<file path="config.mk">
export PLATFORM = sky130hd
export DESIGN_NAME = can_bit_timing_config
export DESIGN_NICKNAME = d
export VERILOG_FILES = /design/src/hw/can_timing_pkg.sv /design/src/hw/quantum_divider.sv /design/src/hw/can_bit_timing_config.sv
export SDC_FILE = /design/constraint.sdc
export NUM_CORES = 1
export LEC_CHECK = 0
export ABC_CLOCK_PERIOD_IN_PS = 8600
export BUFFER_PORTS_ARGS = -buffer_cell sky130_fd_sc_hd__buf_2
export CAP_MARGIN = 20
export CELL_PAD_IN_SITES_DETAIL_PLACEMENT = 1
export CELL_PAD_IN_SITES_GLOBAL_PLACEMENT = 1
export CORE_ASPECT_RATIO = 1.4
export CORE_MARGIN = 5
export CORE_UTILIZATION = 40
export DETAILED_ROUTE_END_ITERATION = 8
export HOLD_SLACK_MARGIN = 0.1
export PLACE_DENSITY = 0.74
export SLEW_MARGIN = 10
export SYNTH_ARGS = -nofsm -noshare
export SYNTH_HDL_FRONTEND = slang
export SYNTH_HIERARCHICAL = 1
export SYNTH_SLANG_ARGS = --single-unit
</file>
<file path="constraint.sdc">
create_clock -name clk_sys -period 8.6 [get_ports clk_sys]
set_input_delay 0.43 -clock clk_sys [delete_from_list [all_inputs] [get_ports clk_sys]]
set_output_delay 0.43 -clock clk_sys [all_outputs]
set_load 0.005 [all_outputs]
</file>
<file path="src/hw/can_timing_pkg.sv">
/*
   Package for the CAN bit-timing configuration block: register indices,
   field positions, reset values and timing figures.
   Assumes one 50 MHz system clock standing in for the device oscillator.
*/
// Functional notes
// - Time quantum lasts two times prescaler plus one oscillator periods (2..128).
// - Jump width field bits 7-6 limits resynchronization to value plus one quanta.
// - First timing register is writable only in configuration mode.
// - Phase 2 select set: phase 2 free; clear: max of phase 1 and processing time.
// - Phase 1 lasts field bits 5-3 plus one quanta, 1 to 8.
// - Propagation lasts field bits 2-0 plus one quanta, 1 to 8.
// - Freely programmed phase 2 lasts its three-bit field plus one quanta.
// - Phase 2 field is ignored while the phase 2 select bit is clear.
package can_timing_pkg;
   localparam logic [1:0] ADDR_TIMING_ONE   = 2'h0;
   localparam logic [1:0] ADDR_TIMING_TWO   = 2'h1;
   localparam logic [1:0] ADDR_TIMING_THREE = 2'h2;
   localparam logic [1:0] ADDR_STATUS       = 2'h3;
   localparam logic [7:0] RESET_TIMING_ONE  = 8'h00;
   localparam logic [7:0] RESET_TIMING_TWO  = 8'h00;
   localparam logic [7:0] RESET_TIMING_THREE = 8'h00;
   localparam int SJW_MSB   = 7;
   localparam int SJW_LSB   = 6;
   localparam int BRP_MSB   = 5;
   localparam int BRP_LSB   = 0;
   localparam int PH2SEL_BIT = 7;
   localparam int TRIPLE_BIT = 6;
   localparam int PH1_MSB   = 5;
   localparam int PH1_LSB   = 3;
   localparam int PROP_MSB  = 2;
   localparam int PROP_LSB  = 0;
   localparam int PH2_MSB   = 2;
   localparam int PH2_LSB   = 0;
   // Information processing time in quanta
   localparam logic [3:0] INFO_PROC_TQ = 4'h2;
   // Triple samples are one clock apart
   localparam logic [7:0] TRIPLE_GAP = 8'h01;
   typedef enum logic [2:0] {SEG_SYNC, SEG_PROP, SEG_PH1, SEG_PH2} seg_t;
endpackage

</file>
<file path="src/hw/quantum_divider.sv">
/*
   Quantum divider: one-cycle enable pulse every 2*(P+1) clocks.
   Assumes the prescaler is stable or that a restart on change is fine.
*/
`timescale 1ns/1ps
`default_nettype none
module quantum_divider (
   input  wire logic       clk_sys,
   input  wire logic       arst_n,
   input  wire logic [5:0] quantum_prescaler,
   output logic            tq_tick
);
   logic [6:0] cnt_q;
   logic [6:0] last;

   // Terminal count 2*(P+1)-1
   assign last = {quantum_prescaler, 1'b1};

   // Counter and tick
   always_ff @(posedge clk_sys or negedge arst_n) begin
      if (!arst_n) begin
         cnt_q   <= 7'h00;
         tq_tick <= 1'b0;
      end else if (cnt_q >= last) begin
         cnt_q   <= 7'h00;
         tq_tick <= 1'b1;
      end else begin
         cnt_q   <= cnt_q + 7'h01;
         tq_tick <= 1'b0;
      end
   end
endmodule
`default_nettype wire

</file>
<file path="src/hw/can_bit_timing_config.sv">
/*
   CAN bit-timing configuration and bit-time generator with register port.
   Assumes rx_pin comes asynchronously from the transceiver; config_mode
   comes from the controller's mode logic on the same clock.
*/
// Added by the designer: the plain strobed port and the address map.
`timescale 1ns/1ps
`default_nettype none
module can_bit_timing_config (
   input  wire logic       clk_sys,
   input  wire logic       arst_n,
   input  wire logic [1:0] reg_addr,
   input  wire logic [7:0] reg_wdata,
   input  wire logic       reg_wr,
   input  wire logic       reg_rd,
   output logic      [7:0] reg_rdata,
   input  wire logic       config_mode,
   input  wire logic       rx_pin,
   input  wire logic       resync_req,
   input  wire logic [3:0] phase_error,
   output logic            tq_pulse,
   output logic            sample_point,
   output logic            sampled_bit,
   output logic            bit_start,
   output logic      [2:0] sync_jump_width
);
   import can_timing_pkg::*;

   logic [7:0] timing_one_q;
   logic [7:0] timing_two_q;
   logic [7:0] timing_three_q;
   logic       rx_meta_q;
   logic       rx_sync_q;
   logic       tq_tick;
   seg_t       seg_q;
   logic [3:0] seg_cnt_q;
   logic [3:0] ph1_len;
   logic [3:0] ph2_len;
   logic [3:0] prop_len;
   logic [3:0] sjw_len;
   logic [3:0] ph2_ext_q;
   logic [2:0] smp_q;
   logic       in_window_q;

   function automatic logic [3:0] plus_one(input logic [2:0] f);
      return {1'b0, f} + 4'h1;
   endfunction

   function automatic logic maj3(input logic [2:0] s);
      return (s[0] & s[1]) | (s[0] & s[2]) | (s[1] & s[2]);
   endfunction

   quantum_divider u_div (
      .clk_sys           (clk_sys),
      .arst_n            (arst_n),
      .quantum_prescaler (timing_one_q[BRP_MSB:BRP_LSB]),
      .tq_tick           (tq_tick)
   );

   // Segment lengths in quanta
   assign prop_len = plus_one(timing_two_q[PROP_MSB:PROP_LSB]);
   assign ph1_len  = plus_one(timing_two_q[PH1_MSB:PH1_LSB]);
   assign sjw_len  = plus_one({1'b0, timing_one_q[SJW_MSB:SJW_LSB]});
   always_comb begin
      if (timing_two_q[PH2SEL_BIT])
         ph2_len = plus_one(timing_three_q[PH2_MSB:PH2_LSB]);
      else
         ph2_len = (ph1_len > INFO_PROC_TQ) ? ph1_len : INFO_PROC_TQ;
   end

   // Register writes; first register locked outside configuration mode
   always_ff @(posedge clk_sys or negedge arst_n) begin
      if (!arst_n) begin
         timing_one_q   <= RESET_TIMING_ONE;
         timing_two_q   <= RESET_TIMING_TWO;
         timing_three_q <= RESET_TIMING_THREE;
      end else if (reg_wr) begin
         case (reg_addr)
            ADDR_TIMING_ONE:   if (config_mode) timing_one_q <= reg_wdata;
            ADDR_TIMING_TWO:   timing_two_q <= reg_wdata;
            ADDR_TIMING_THREE: timing_three_q <= {5'h00, reg_wdata[PH2_MSB:PH2_LSB]};
            default:           ;
         endcase
      end
   end

   // Read data, one cycle after the strobe
   always_ff @(posedge clk_sys or negedge arst_n) begin
      if (!arst_n)
         reg_rdata <= 8'h00;
      else if (reg_rd) begin
         case (reg_addr)
            ADDR_TIMING_ONE:   reg_rdata <= timing_one_q;
            ADDR_TIMING_TWO:   reg_rdata <= timing_two_q;
            ADDR_TIMING_THREE: reg_rdata <= timing_three_q;
            ADDR_STATUS:       reg_rdata <= {3'h0, rx_sync_q, config_mode, 1'b0,
                                             sampled_bit, in_window_q};
            default:           reg_rdata <= 8'h00;
         endcase
      end else
         reg_rdata <= 8'h00;
   end

   // Bus line synchroniser
   always_ff @(posedge clk_sys or negedge arst_n) begin
      if (!arst_n) begin
         rx_meta_q <= 1'b1;
         rx_sync_q <= 1'b1;
      end else begin
         rx_meta_q <= rx_pin;
         rx_sync_q <= rx_meta_q;
      end
   end

   // Segment sequencer: sync, prop, phase 1, phase 2
   always_ff @(posedge clk_sys or negedge arst_n) begin
      if (!arst_n) begin
         seg_q     <= SEG_SYNC;
         seg_cnt_q <= 4'h0;
         ph2_ext_q <= 4'h0;
         bit_start <= 1'b0;
      end else begin
         bit_start <= 1'b0;
         if (tq_tick) begin
            case (seg_q)
               SEG_SYNC: begin
                  seg_q     <= SEG_PROP;
                  seg_cnt_q <= 4'h1;
                  ph2_ext_q <= 4'h0;
               end
               SEG_PROP: begin
                  if (seg_cnt_q >= prop_len) begin
                     seg_q     <= SEG_PH1;
                     seg_cnt_q <= 4'h1;
                  end else
                     seg_cnt_q <= seg_cnt_q + 4'h1;
               end
               SEG_PH1: begin
                  if (seg_cnt_q >= ph1_len) begin
                     seg_q     <= SEG_PH2;
                     seg_cnt_q <= 4'h1;
                     // Resync at phase 1 end shortens phase 2 by phase error, capped at jump width
                     if (resync_req)
                        ph2_ext_q <= (phase_error > sjw_len) ? sjw_len : phase_error;
                  end else
                     seg_cnt_q <= seg_cnt_q + 4'h1;
               end
               SEG_PH2: begin
                  // Early edge in phase 2 shortens it, clamped by jump width
                  if ((seg_cnt_q + ph2_ext_q >= ph2_len) || (resync_req &&
                      (ph2_len - seg_cnt_q) <= sjw_len)) begin
                     seg_q     <= SEG_SYNC;
                     seg_cnt_q <= 4'h0;
                     bit_start <= 1'b1;
                  end else
                     seg_cnt_q <= seg_cnt_q + 4'h1;
               end
               default: seg_q <= SEG_SYNC;
            endcase
         end
      end
   end

   // Sampling: the last three synchronised levels feed the vote, so even a
   // two-clock quantum never mixes in a level from the previous bit
   always_ff @(posedge clk_sys or negedge arst_n) begin
      if (!arst_n) begin
         smp_q        <= 3'h7;
         in_window_q  <= 1'b0;
         sample_point <= 1'b0;
         sampled_bit  <= 1'b1;
      end else begin
         sample_point <= 1'b0;
         in_window_q  <= (seg_q == SEG_PH1) && (seg_cnt_q == ph1_len);
         smp_q        <= {smp_q[1:0], rx_sync_q};
         if (tq_tick && seg_q == SEG_PH1 && seg_cnt_q >= ph1_len) begin
            sample_point <= 1'b1;
            if (timing_two_q[TRIPLE_BIT])
               sampled_bit <= maj3({smp_q[1:0], rx_sync_q});
            else
               sampled_bit <= rx_sync_q;
         end
      end
   end

   // Registered timing outputs
   always_ff @(posedge clk_sys or negedge arst_n) begin
      if (!arst_n) begin
         tq_pulse        <= 1'b0;
         sync_jump_width <= 3'h1;
      end else begin
         tq_pulse        <= tq_tick;
         sync_jump_width <= sjw_len[2:0];
      end
   end
endmodule
`default_nettype wire

</file>
==> impl_metrics.prom, run 1 <==
# TYPE chip_impl_metric gauge
chip_impl_info{name="outcome",value="complete, no violations"} 1
chip_impl_metric{name="diodes",unit=""} 0
chip_impl_metric{name="io_buffer_count",unit=""} 35
chip_impl_info{name="final_cell_mix",value="sky130_fd_sc_hd__dfrtp_1, sky130_fd_sc_hd__ha_1, sky130_fd_sc_hd__buf_2"} 1
chip_impl_metric{name="cp_data_required_time",unit="ps"} 8810
chip_impl_metric{name="yosys.area_share.simple",unit="%"} 11.3
chip_impl_metric{name="finish.net_count",unit=""} 412
chip_impl_metric{name="post_detailed_placement_half_perimeter_wirelength",unit="µm"} 5820
chip_impl_metric{name="cts.clk_slew.worst_paths",unit="ps"} 50
chip_impl_info{name="rsz0062_at_grt",value="no"} 1
chip_impl_metric{name="synthXorXnorAreaFrac",unit="%"} 3.30
chip_impl_metric{name="share_clk_of_total_power",unit="%"} 29.2
chip_impl_metric{name="syn-instance-count",unit=""} 305
chip_impl_metric{name="routedWlPerCell",unit="µm"} 17.0
chip_impl_info{name="cts_root_buffer",value="sky130_fd_sc_hd__clkbuf_16"} 1
chip_impl_metric{name="proportion_of_layout_cells_with_a_drive_suffix_above_1",unit="%"} 25.9
chip_impl_metric{name="synth_compound_gate_area_share",unit="%"} 11.2
chip_impl_metric{name="synthMuxAreaShare",unit="%"} 11.1
chip_impl_metric{name="effective_utilization_at_floorplan",unit="%"} 41.2
chip_impl_metric{name="p_per_area",unit="mW/mm²"} 337
chip_impl_metric{name="critPathMaxFanout",unit=""} 7
chip_impl_metric{name="floorplan.rows",unit=""} 39
chip_impl_info{name="tritoncts_clock_tree",value="yes"} 1
chip_impl_metric{name="post_cts_resized",unit=""} 0
chip_impl_metric{name="globalRouteTotalUtil",unit="%"} 15.9
chip_impl_metric{name="first_global_vias",unit=""} 2670
chip_impl_metric{name="num_io_pins",unit=""} 36
chip_impl_info{name="min-delay-path-class",value="in2reg"} 1
chip_impl_metric{name="routed_length_on_met2",unit="µm"} 4160
chip_impl_info{name="startpoint_type",value="register"} 1
chip_impl_metric{name="area_of_the_core_region",unit="mm²"} 0.00820
chip_impl_metric{name="drcViolationCount",unit=""} 0
chip_impl_metric{name="synthesis.nets",unit=""} 369
chip_impl_metric{name="fin_tns_setup",unit="ps"} 0
chip_impl_metric{name="flow.area_growth_from_synthesis",unit="%"} 18.6
chip_impl_metric{name="grt_start_max_net_pins",unit=""} 58
chip_impl_metric{name="crit_arrival",unit="ps"} 3870
chip_impl_metric{name="gp_congestion",unit=""} 0.783
chip_impl_metric{name="async_flop_share",unit="%"} 100
chip_impl_metric{name="synth-edff-count",unit=""} 0
chip_impl_metric{name="power.switching_fraction",unit="%"} 35.8
chip_impl_metric{name="global_route.overflow_total",unit=""} 0
chip_impl_metric{name="minimum_period_implied_by_the_final_worst_setup_slack",unit="ps"} 3660
chip_impl_metric{name="post-cts-setup-buffers",unit=""} 0
chip_impl_metric{name="route.layer.met1.wl",unit="µm"} 3080
chip_impl_info{name="timing.critical_path.to_type",value="register"} 1
chip_impl_metric{name="tightestPinTransition",unit="ps"} 737
chip_impl_metric{name="cap_violations",unit=""} 0
chip_impl_info{name="mostFrequentLayoutCell",value="sky130_fd_sc_hd__dfrtp_1"} 1
chip_impl_metric{name="sink_count",unit=""} 57
chip_impl_metric{name="dp_slack",unit="ps"} 4970
chip_impl_metric{name="final_max_slew_viol_count",unit=""} 0
chip_impl_metric{name="die-width",unit="µm"} 87.7
chip_impl_metric{name="totalWireLength",unit="µm"} 7700
chip_impl_metric{name="total_switching_power",unit="W"} 0.000483
chip_impl_metric{name="vdd_ir_drop_max",unit="V"} 0.000132
chip_impl_metric{name="cts.path.max_buffers",unit=""} 2
chip_impl_metric{name="finalHoldViolCount",unit=""} 0
chip_impl_metric{name="max_slew_margin",unit="%"} 50.9
chip_impl_metric{name="initialDrtViolationCount",unit=""} 64
chip_impl_metric{name="synth_seq_area_share",unit="%"} 42.5
chip_impl_metric{name="power_frac_comb",unit="%"} 39.9
chip_impl_metric{name="syn_area_per_cell",unit="µm²"} 11.1
chip_impl_info{name="combinational_family_with_the_most_area_after_synthesis",value="adder cells"} 1
chip_impl_metric{name="fmax",unit="MHz"} 273
chip_impl_metric{name="internal_power",unit="W"} 0.000866
chip_impl_metric{name="setup-violations-final",unit=""} 0
chip_impl_metric{name="detail_route.vias_per_cell",unit=""} 5.32
chip_impl_metric{name="share_seq_of_total_power",unit="%"} 30.9
chip_impl_metric{name="routed-via-count",unit=""} 2414
chip_impl_metric{name="synth-warning-count",unit=""} 6
chip_impl_metric{name="synth_area",unit="mm²"} 0.00338
chip_impl_metric{name="share_of_the_clock_period_used_by_the_worst_path",unit="%"} 42.6
chip_impl_metric{name="finClkSkew",unit="ps"} 6.33
chip_impl_info{name="top_layer_used",value="met4"} 1
chip_impl_metric{name="synth.lib_cells_used.distinct",unit=""} 47
chip_impl_metric{name="level_count_of_the_clock_h_tree",unit=""} 3
chip_impl_metric{name="cts-buffers-inserted",unit=""} 9
chip_impl_metric{name="p_leak",unit="nW"} 1.98
chip_impl_metric{name="cts_hold_buffers",unit=""} 0
chip_impl_metric{name="clkLatencyLatePin",unit="ps"} 330
chip_impl_metric{name="post-route-worst-setup-slack",unit="ps"} 4940
chip_impl_metric{name="route.antenna.remaining_nets",unit=""} 0
chip_impl_metric{name="wire_length_of_the_first_global_routing_pass",unit="µm"} 12700
chip_impl_metric{name="met3RoutedLength",unit="µm"} 251
chip_impl_metric{name="dieArea",unit="mm²"} 0.0104
chip_impl_metric{name="grt_antenna_before_repair",unit=""} 0
chip_impl_metric{name="die_y",unit="µm"} 119
chip_impl_info{name="synth_top_flop_cell",value="sky130_fd_sc_hd__dfrtp_1"} 1
chip_impl_metric{name="synth.ff_latch_count",unit=""} 57
chip_impl_info{name="timing.setup.critical_path_class",value="reg2reg"} 1
chip_impl_metric{name="yosys.area_share.adder",unit="%"} 16.4
chip_impl_metric{name="drt_first_pass_iters",unit=""} 4
## stage by stage
| step | cells | util (%) | area (µm²) | hold WS (ps) | power (W) |
|---|---|---|---|---|---|
| floorplan | 305 | - | 3380 | 134 | 0.000803 |
| global placement | 439 | 44.8 | 3670 | 346 | 0.000926 |
| detailed placement | 439 | 44.8 | 3670 | 348 | 0.000958 |
| CTS | 454 | 48.9 | 4010 | 196 | 0.00137 |
| global route | 454 | 48.9 | 4010 | 194 | 0.00145 |
| finish | 454 | 48.9 | 4010 | 201 | 0.00135 |
## layout make-up
type / instances / area, µm²
Clock buffer: 13 / 270
Inverter: 31 / 116
Multi-Input combinational cell: 212 / 1810
Fill cell: 936 / 4190
Sequential cell: 57 / 1430
Tap cell: 102 / 128
Timing Repair Buffer: 37 / 190
Clock inverter: 2 / 60.1
## critical path: stages (launching register included)
cell and delay [ps]:
sky130_fd_sc_hd__dfrtp_1 450, sky130_fd_sc_hd__ha_1 250, sky130_fd_sc_hd__xor2_1 230, sky130_fd_sc_hd__nor2_1 90, sky130_fd_sc_hd__nor2_1 110, sky130_fd_sc_hd__o21ai_0 120, sky130_fd_sc_hd__ha_1 240, sky130_fd_sc_hd__fa_1 490
sky130_fd_sc_hd__inv_1 50, sky130_fd_sc_hd__ha_1 290, sky130_fd_sc_hd__nand3_1 90, sky130_fd_sc_hd__o21ai_0 100, sky130_fd_sc_hd__o21a_1 210, sky130_fd_sc_hd__a221oi_4 360, sky130_fd_sc_hd__a211oi_2 150, sky130_fd_sc_hd__mux2_4 310
## path summary, 6_finish.rpt
path | startpoint | endpoint | slack, ps | cells past startpoint
worst min register to register | rx_meta_q | rx_sync_q | 350 | 0
min in group asynchronous | arst_n | ph2_ext_q[2] | 240 | 2
worst max register to register | timing_two_q[3] | seg_q[1] | 4940 | 15
worst max-delay path | timing_two_q[3] | seg_q[1] | 4940 | 15
max in group asynchronous | arst_n | tq_pulse | 7860 | 2
worst min-delay path | rx_pin | rx_meta_q | 200 | 1
## power groups by stage
stage | Clock, W | Combinational (W) | Sequential, W
2_1_floorplan | 0 | 0.000409 | 0.000394
3_3_place_gp | 0 | 0.000508 | 0.000418
3_5_place_dp | 0 | 0.000537 | 0.000421
4_1_cts | 0.000399 | 0.000548 | 0.000419
5_1_grt | 0.000414 | 0.000609 | 0.000428
6_report | 0.000393 | 0.000538 | 0.000417
## cells by family (layout without fill, tap and decap cells)
group           Yosys count  after routing
mux                      32             32
compound gates           54             54
simple gates             72             72
xor+xnor                 11             11
buf+inv                  36             83
fa+ha+maj                43             43
flops                    57             57
## per-layer routing
metal | track usage (%) | vias up
li1 | - | 1156
met1 | 17.6 | 1210
met2 | 27.9 | 35
met3 | 3.76 | 13
met4 | 7.58 | 0
met5 | 0 | -
## cell usage after synthesis, drive strengths merged, types with 2 or more instances
library cell	n	area, µm²
o2bb2ai	3	26.3
and3	3	18.8
o21ai	16	80.1
xor2	5	43.8
or3	2	12.5
xnor2	5	43.8
dfstp	6	158
a221oi	3	50.1
nand3	12	70.1
mux2i	9	90.1
a21o	3	22.5
a21oi	15	75.1
nand2	15	63.8
nor2	14	52.6
o22ai	2	12.5
dfrtp	51	1280
clkbuf	4	15.0
mux4	2	45.0
and2	7	43.8
nand3b	3	22.5
mux2	21	240
fa	2	40.0
nor3	5	25.0
inv	31	116
ha	41	513
o21a	3	22.5
a211oi	4	40.0
nand2b	6	37.5
## state kept, by name, summed over array words and instances (netlist names), 2 cells and up
name and cells:
ph2_ext_q 4, reg_rdata 8, seg_cnt_q 4, seg_q 2, smp_q 2, sync_jump_width 3
timing_one_q 8, timing_three_q 3, timing_two_q 8, u_div/cnt_q 7
Note: power is estimated with default switching activity, not from simulation.
==> run 2: changes to the inputs <==
- ABC_CLOCK_PERIOD_IN_PS: 8600 -> 3480
- clock period: 8.6 -> 3.48 ns (I/O delays scaled with it)
==> impl_metrics.prom, run 2 (same netlist as run 1, synthesis figures left out) <==
# TYPE chip_impl_metric gauge
chip_impl_info{name="outcome",value="complete, no violations"} 1
chip_impl_info{name="worst_r2r_endpoint",value="seg_q[1]"} 1
chip_impl_metric{name="global_route.overflow_total",unit=""} 0
chip_impl_metric{name="area_of_the_core_region",unit="mm²"} 0.00820
chip_impl_metric{name="timing.critical_path.depth",unit=""} 15
chip_impl_info{name="r2r-start",value="timing_two_q[3]"} 1
chip_impl_metric{name="num_io_pins",unit=""} 36
chip_impl_metric{name="max_stage_delay",unit="ps"} 450
chip_impl_metric{name="route.layer.met1.wl",unit="µm"} 3350
chip_impl_metric{name="die_y",unit="µm"} 119
chip_impl_metric{name="drt_first_pass_iters",unit=""} 4
chip_impl_info{name="timing.critical_path.to_type",value="register"} 1
chip_impl_metric{name="dieArea",unit="mm²"} 0.0104
chip_impl_metric{name="cts.path.max_buffers",unit=""} 2
chip_impl_metric{name="io_buffer_count",unit=""} 35
chip_impl_metric{name="max_slew_margin",unit="%"} 54.0
chip_impl_metric{name="final_max_slew_viol_count",unit=""} 0
chip_impl_metric{name="numPlacedInstances",unit=""} 442
chip_impl_metric{name="worst-path-buf-inv",unit=""} 0
chip_impl_info{name="critical_path.startpoint",value="timing_two_q[3]"} 1
chip_impl_metric{name="critPathMaxFanout",unit=""} 4
chip_impl_metric{name="cts-buffers-inserted",unit=""} 9
chip_impl_metric{name="sink_count",unit=""} 57
chip_impl_metric{name="p_leak",unit="nW"} 2.03
chip_impl_metric{name="vdd_ir_drop_max",unit="V"} 0.000321
chip_impl_metric{name="floorplan.rows",unit=""} 39
chip_impl_metric{name="finish.net_count",unit=""} 425
chip_impl_metric{name="globalRouteTotalUtil",unit="%"} 17.2
chip_impl_info{name="rsz0062_at_grt",value="yes"} 1
chip_impl_info{name="mostFrequentLayoutCell",value="sky130_fd_sc_hd__dfrtp_1"} 1
chip_impl_metric{name="share_of_the_clock_period_used_by_the_worst_path",unit="%"} 96.8
chip_impl_metric{name="routed_length_on_met2",unit="µm"} 4540
chip_impl_metric{name="tightestPinTransition",unit="ps"} 680
chip_impl_metric{name="cts.clk_slew.worst_paths",unit="ps"} 50
chip_impl_metric{name="fmax",unit="MHz"} 297
chip_impl_metric{name="totalWireLength",unit="µm"} 8330
chip_impl_metric{name="detail_route.vias_per_cell",unit=""} 5.31
chip_impl_metric{name="regToRegSetupSlack",unit="ps"} 110
chip_impl_metric{name="die-width",unit="µm"} 87.7
chip_impl_info{name="critical-path-slowest-cell",value="sky130_fd_sc_hd__dfrtp_2"} 1
chip_impl_metric{name="flow.area_growth_from_synthesis",unit="%"} 24.1
chip_impl_info{name="tritoncts_clock_tree",value="yes"} 1
chip_impl_metric{name="setup-violations-final",unit=""} 0
chip_impl_metric{name="effective_utilization_at_floorplan",unit="%"} 41.2
chip_impl_info{name="startpoint_type",value="register"} 1
chip_impl_info{name="top_layer_used",value="met4"} 1
chip_impl_metric{name="routedWlPerCell",unit="µm"} 17.8
chip_impl_metric{name="cp_data_required_time",unit="ps"} 3690
chip_impl_metric{name="post_detailed_placement_half_perimeter_wirelength",unit="µm"} 6040
chip_impl_info{name="cts_root_buffer",value="sky130_fd_sc_hd__clkbuf_16"} 1
chip_impl_info{name="reg_top3",value="reg_rdata: 8 flops, timing_one_q: 8 flops, timing_two_q: 8 flops"} 1
chip_impl_info{name="crit_path_cell_trace",value="ha_4 > xor2_4 > nor2_1 > nor2_1 > o21ai_1 > ha_2 > fa_2 > xnor2_1 > ha_1 > nand3_2 > o21ai_1 > o21a_1 > a221oi_4 > a211oi_4 > mux2_4"} 1
chip_impl_metric{name="wire_length_of_the_first_global_routing_pass",unit="µm"} 13800
chip_impl_metric{name="p_per_area",unit="mW/mm²"} 835
chip_impl_metric{name="finClkSkew",unit="ps"} 5.14
chip_impl_metric{name="grt_start_max_net_pins",unit=""} 34
chip_impl_info{name="timing.setup.critical_path_class",value="reg2reg"} 1
chip_impl_metric{name="final_core_util",unit="%"} 51.1
chip_impl_info{name="worstSetupEndpoint",value="seg_q[1]"} 1
chip_impl_metric{name="clkLatencyLatePin",unit="ps"} 330
chip_impl_metric{name="fin_tns_setup",unit="ps"} 0
chip_impl_metric{name="reg2regPathDepth",unit=""} 15
chip_impl_metric{name="crit_arrival",unit="ps"} 3580
chip_impl_metric{name="post-route-worst-setup-slack",unit="ps"} 111
chip_impl_info{name="min-delay-path-class",value="in2reg"} 1
chip_impl_metric{name="gp_congestion",unit=""} 0.807
chip_impl_info{name="path_delay_family",value="adder cells"} 1
chip_impl_metric{name="worst_hold_margin",unit="ps"} 112
chip_impl_metric{name="count_of_placed_standard_cells_in_the_final_layout_fillers_left_out",unit=""} 468
chip_impl_metric{name="dp_slack",unit="ps"} -59.5
chip_impl_metric{name="filler_cell_count",unit=""} 919
chip_impl_metric{name="multiInputGateArea",unit="mm²"} 0.00189
chip_impl_metric{name="finalHoldViolCount",unit=""} 0
chip_impl_metric{name="cap_violations",unit=""} 0
chip_impl_metric{name="routed-via-count",unit=""} 2485
chip_impl_info{name="final_cell_mix",value="sky130_fd_sc_hd__dfrtp_1, sky130_fd_sc_hd__ha_1, sky130_fd_sc_hd__buf_2"} 1
chip_impl_metric{name="route.antenna.remaining_nets",unit=""} 0
chip_impl_metric{name="level_count_of_the_clock_h_tree",unit=""} 3
chip_impl_metric{name="initialDrtViolationCount",unit=""} 59
chip_impl_metric{name="layout.area.seq",unit="mm²"} 0.00144
chip_impl_metric{name="drcViolationCount",unit=""} 0
chip_impl_metric{name="first_global_vias",unit=""} 2793
chip_impl_metric{name="minimum_period_implied_by_the_final_worst_setup_slack",unit="ps"} 3370
chip_impl_metric{name="diodes",unit=""} 0
chip_impl_metric{name="met3RoutedLength",unit="µm"} 297
chip_impl_metric{name="proportion_of_layout_cells_with_a_drive_suffix_above_1",unit="%"} 31.4
chip_impl_metric{name="grt_antenna_before_repair",unit=""} 0
## run 2: routing by layer
metal  track usage [%]  vias up
li1                  -     1181
met1              19.0     1257
met2              31.2       36
met3              2.99       11
met4              7.39        0
met5                 0        -
## run 2: repair_timing
action	4_1_cts	5_1_grt
endpoints found under the hold margin	31	0
hold buffers	6	0
setup buffers	4	1
pin swaps	2	12
gates resized for setup	1	19
setup endpoints to repair	1	6
## run 2: metrics by stage
stage               total power [W]  area [µm²]
floorplan                   0.00198        3380
global placement            0.00231        3700
detailed placement          0.00238        3700
CTS                         0.00340        4110
global route                0.00378        4190
finish                      0.00350        4190
## run 2: power by group
group	internal [W]	total [W]	switching [W]
combinational	0.000759	0.00154	0.000780
clock	0.000610	0.000921	0.000310
sequential	0.000830	0.00104	0.000207
## run 2: cell type report
| class | instances | area share (%) |
|---|---|---|
| multi-input combinational | 212 | 45.1 |
| sequential | 57 | 34.2 |
| timing repair buffer | 50 | 7.23 |
| clock buffer | 12 | 6.36 |
| tap | 102 | 3.05 |
| inverter | 31 | 2.78 |
| clock inverter | 4 | 1.19 |
## run 2: worst min-delay path by stage
stage                  from                 end  slack (ps)  cells after the start
2_1_floorplan        arst_n           bit_start        -120                      0
3_3_place_gp         arst_n  sync_jump_width[1]         220                      1
3_5_place_dp         arst_n  sync_jump_width[1]         230                      1
4_1_cts        reg_wdata[5]     timing_one_q[5]         100                      2
5_1_grt        reg_wdata[5]     timing_one_q[5]         110                      2
6_report       reg_wdata[5]     timing_one_q[5]         110                      2
## run 2: worst register-to-register path, delay by kind of cell (launching register included)
family / cells / cell delay [ps]
compound gates: 5 / 860
xor+xnor: 2 / 360
fa+ha+maj: 4 / 1040
flops: 1 / 450
mux: 1 / 310
simple gates: 3 / 220
==> run 3: changes to the inputs <==
- MAX_ROUTING_LAYER: default -> met4
==> impl_metrics.prom, run 3 (same netlist as run 1, synthesis figures left out) <==
# TYPE chip_impl_metric gauge
chip_impl_info{name="tritoncts_clock_tree",value="yes"} 1
chip_impl_metric{name="cp_data_required_time",unit="ps"} 3690
chip_impl_metric{name="setup-violations-final",unit=""} 0
chip_impl_info{name="crit_path_cell_trace",value="ha_4 > xor2_4 > nor2_1 > nor2_1 > o21ai_1 > ha_2 > fa_2 > xnor2_1 > ha_1 > nand3_2 > o21ai_1 > o21a_1 > a221oi_4 > a211oi_4 > mux2_4"} 1
chip_impl_metric{name="proportion_of_layout_cells_with_a_drive_suffix_above_1",unit="%"} 31.4
chip_impl_metric{name="level_count_of_the_clock_h_tree",unit=""} 3
chip_impl_metric{name="finClkSkew",unit="ps"} 3.76
chip_impl_metric{name="num_io_pins",unit=""} 36
chip_impl_metric{name="critPathMaxFanout",unit=""} 4
chip_impl_metric{name="routed-via-count",unit=""} 2483
chip_impl_metric{name="grt_start_max_net_pins",unit=""} 34
chip_impl_metric{name="final_design_area_no_fill",unit="mm²"} 0.00419
chip_impl_metric{name="global_route.overflow_total",unit=""} 0
chip_impl_info{name="path_delay_family",value="adder cells"} 1
chip_impl_metric{name="finalHoldViolCount",unit=""} 0
chip_impl_metric{name="max_slew_margin",unit="%"} 54.1
chip_impl_metric{name="first_global_vias",unit=""} 2782
chip_impl_metric{name="clkLatencyLatePin",unit="ps"} 330
chip_impl_info{name="startpoint_type",value="register"} 1
chip_impl_info{name="hold_path.startpoint",value="reg_wdata[5]"} 1
chip_impl_metric{name="detail_route.vias_per_cell",unit=""} 5.31
chip_impl_metric{name="tightestPinTransition",unit="ps"} 679
chip_impl_metric{name="globalRouteTotalUtil",unit="%"} 17.7
chip_impl_metric{name="minimum_period_implied_by_the_final_worst_setup_slack",unit="ps"} 3370
chip_impl_metric{name="effective_utilization_at_floorplan",unit="%"} 41.2
chip_impl_metric{name="dpl-instance-area",unit="mm²"} 0.00370
chip_impl_metric{name="p_per_area",unit="mW/mm²"} 835
chip_impl_metric{name="io_buffer_count",unit=""} 35
chip_impl_metric{name="worst-path-buf-inv",unit=""} 0
chip_impl_metric{name="fmax",unit="MHz"} 297
chip_impl_metric{name="die_y",unit="µm"} 119
chip_impl_info{name="final_cell_mix",value="sky130_fd_sc_hd__dfrtp_1, sky130_fd_sc_hd__ha_1, sky130_fd_sc_hd__buf_2"} 1
chip_impl_metric{name="post_detailed_placement_half_perimeter_wirelength",unit="µm"} 6040
chip_impl_metric{name="diodes",unit=""} 0
chip_impl_info{name="outcome",value="complete, no violations"} 1
chip_impl_metric{name="p_leak",unit="nW"} 2.03
chip_impl_metric{name="cts.path.max_buffers",unit=""} 2
chip_impl_metric{name="grt_antenna_before_repair",unit=""} 0
chip_impl_info{name="timing.setup.critical_path_class",value="reg2reg"} 1
chip_impl_metric{name="drcViolationCount",unit=""} 0
chip_impl_metric{name="drt_first_pass_iters",unit=""} 4
chip_impl_metric{name="area_of_the_core_region",unit="mm²"} 0.00820
chip_impl_metric{name="floorplan.rows",unit=""} 39
chip_impl_metric{name="vdd_ir_drop_max",unit="V"} 0.000320
chip_impl_info{name="cts_root_buffer",value="sky130_fd_sc_hd__clkbuf_16"} 1
chip_impl_metric{name="share_of_the_clock_period_used_by_the_worst_path",unit="%"} 96.8
chip_impl_info{name="critical-path-slowest-cell",value="sky130_fd_sc_hd__dfrtp_2"} 1
chip_impl_metric{name="cts-buffers-inserted",unit=""} 9
chip_impl_metric{name="final_max_slew_viol_count",unit=""} 0
chip_impl_metric{name="flow.area_growth_from_synthesis",unit="%"} 24.1
chip_impl_metric{name="cap_violations",unit=""} 0
chip_impl_metric{name="initialDrtViolationCount",unit=""} 78
chip_impl_metric{name="routedWlPerCell",unit="µm"} 17.8
chip_impl_metric{name="max_stage_delay",unit="ps"} 450
chip_impl_metric{name="wire_length_of_the_first_global_routing_pass",unit="µm"} 13800
chip_impl_metric{name="finish.net_count",unit=""} 425
chip_impl_info{name="rsz0062_at_grt",value="yes"} 1
chip_impl_metric{name="die-width",unit="µm"} 87.7
chip_impl_info{name="reg_top3",value="reg_rdata: 8 flops, timing_one_q: 8 flops, timing_two_q: 8 flops"} 1
chip_impl_info{name="min-delay-path-class",value="in2reg"} 1
chip_impl_metric{name="route.antenna.remaining_nets",unit=""} 0
chip_impl_metric{name="post-route-worst-setup-slack",unit="ps"} 112
chip_impl_info{name="critical_path.startpoint",value="timing_two_q[3]"} 1
chip_impl_metric{name="dieArea",unit="mm²"} 0.0104
chip_impl_info{name="r2r-start",value="timing_two_q[3]"} 1
chip_impl_metric{name="crit_arrival",unit="ps"} 3580
chip_impl_info{name="timing.critical_path.to_type",value="register"} 1
chip_impl_metric{name="sink_count",unit=""} 57
chip_impl_metric{name="worst_hold_margin",unit="ps"} 110
chip_impl_info{name="mostFrequentLayoutCell",value="sky130_fd_sc_hd__dfrtp_1"} 1
chip_impl_metric{name="cts.clk_slew.worst_paths",unit="ps"} 50
chip_impl_metric{name="dp_slack",unit="ps"} -59.5
chip_impl_metric{name="gp_congestion",unit=""} 0.819
chip_impl_metric{name="totalWireLength",unit="µm"} 8350
-- run 3: cell counts in the layout (fill, tap and decap cells not counted) --
No cell type changed its count.
-- run 3: worst paths after layout --
check	endpoint	slack, ps	depth (start not counted)
setup / recovery	seg_q[1]	110	15
hold / removal	timing_one_q[5]	110	2
setup reg to reg	seg_q[1]	110	15
hold reg to reg	rx_sync_q	360	0
max in group asynchronous	sampled_bit	2210	3
min in group asynchronous	ph2_ext_q[1]	390	2
-- run 3: what timing repair did --
action | 4_1_cts | 5_1_grt
resized for setup | 1 | 19
endpoints found under the setup margin | 1 | 6
hold buffers | 6 | 0
buffers inserted | 4 | 1
hold endpoints to repair | 31 | 0
gates cloned | 0 | 0
pin swaps | 2 | 12
-- run 3: cell type report --
class	instances	area, µm²
inverter	31	116
tap	102	128
clock buffer	12	267
timing repair buffer	50	303
clock inverter	4	50.0
sequential	57	1440
fill	919	4010
multi-input combinational	212	1890
-- run 3: metal layers --
metal  GRT usage (%)  wire length [µm]  vias up
li1                -                 -     1182
met1            19.0              3390     1257
met2            31.2              4560       35
met3            4.45               284        9
met4            5.95               119        0
met5               -                 0        -
-- run 3: stage by stage --
| step | std cells | power, W | util (%) | setup TNS, ps |
|---|---|---|---|---|
| 3_5_place_dp | 442 | 0.00238 | 45.1 | -59.5 |
| 6_report | 468 | 0.00350 | 51.1 | 0 |
| 4_1_cts | 468 | 0.00340 | 50.2 | 0 |
| 3_3_place_gp | 442 | 0.00231 | 45.1 | 0 |
| 2_1_floorplan | 305 | 0.00198 | - | 0 |
| 5_1_grt | 468 | 0.00378 | 51.1 | -121 |
-- run 3: report_power, final --
part,switching (W),total [W],internal (W)
Combinational,0.000782,0.00154,0.000760
Clock,0.000308,0.000918,0.000610
Sequential,0.000207,0.00104,0.000830
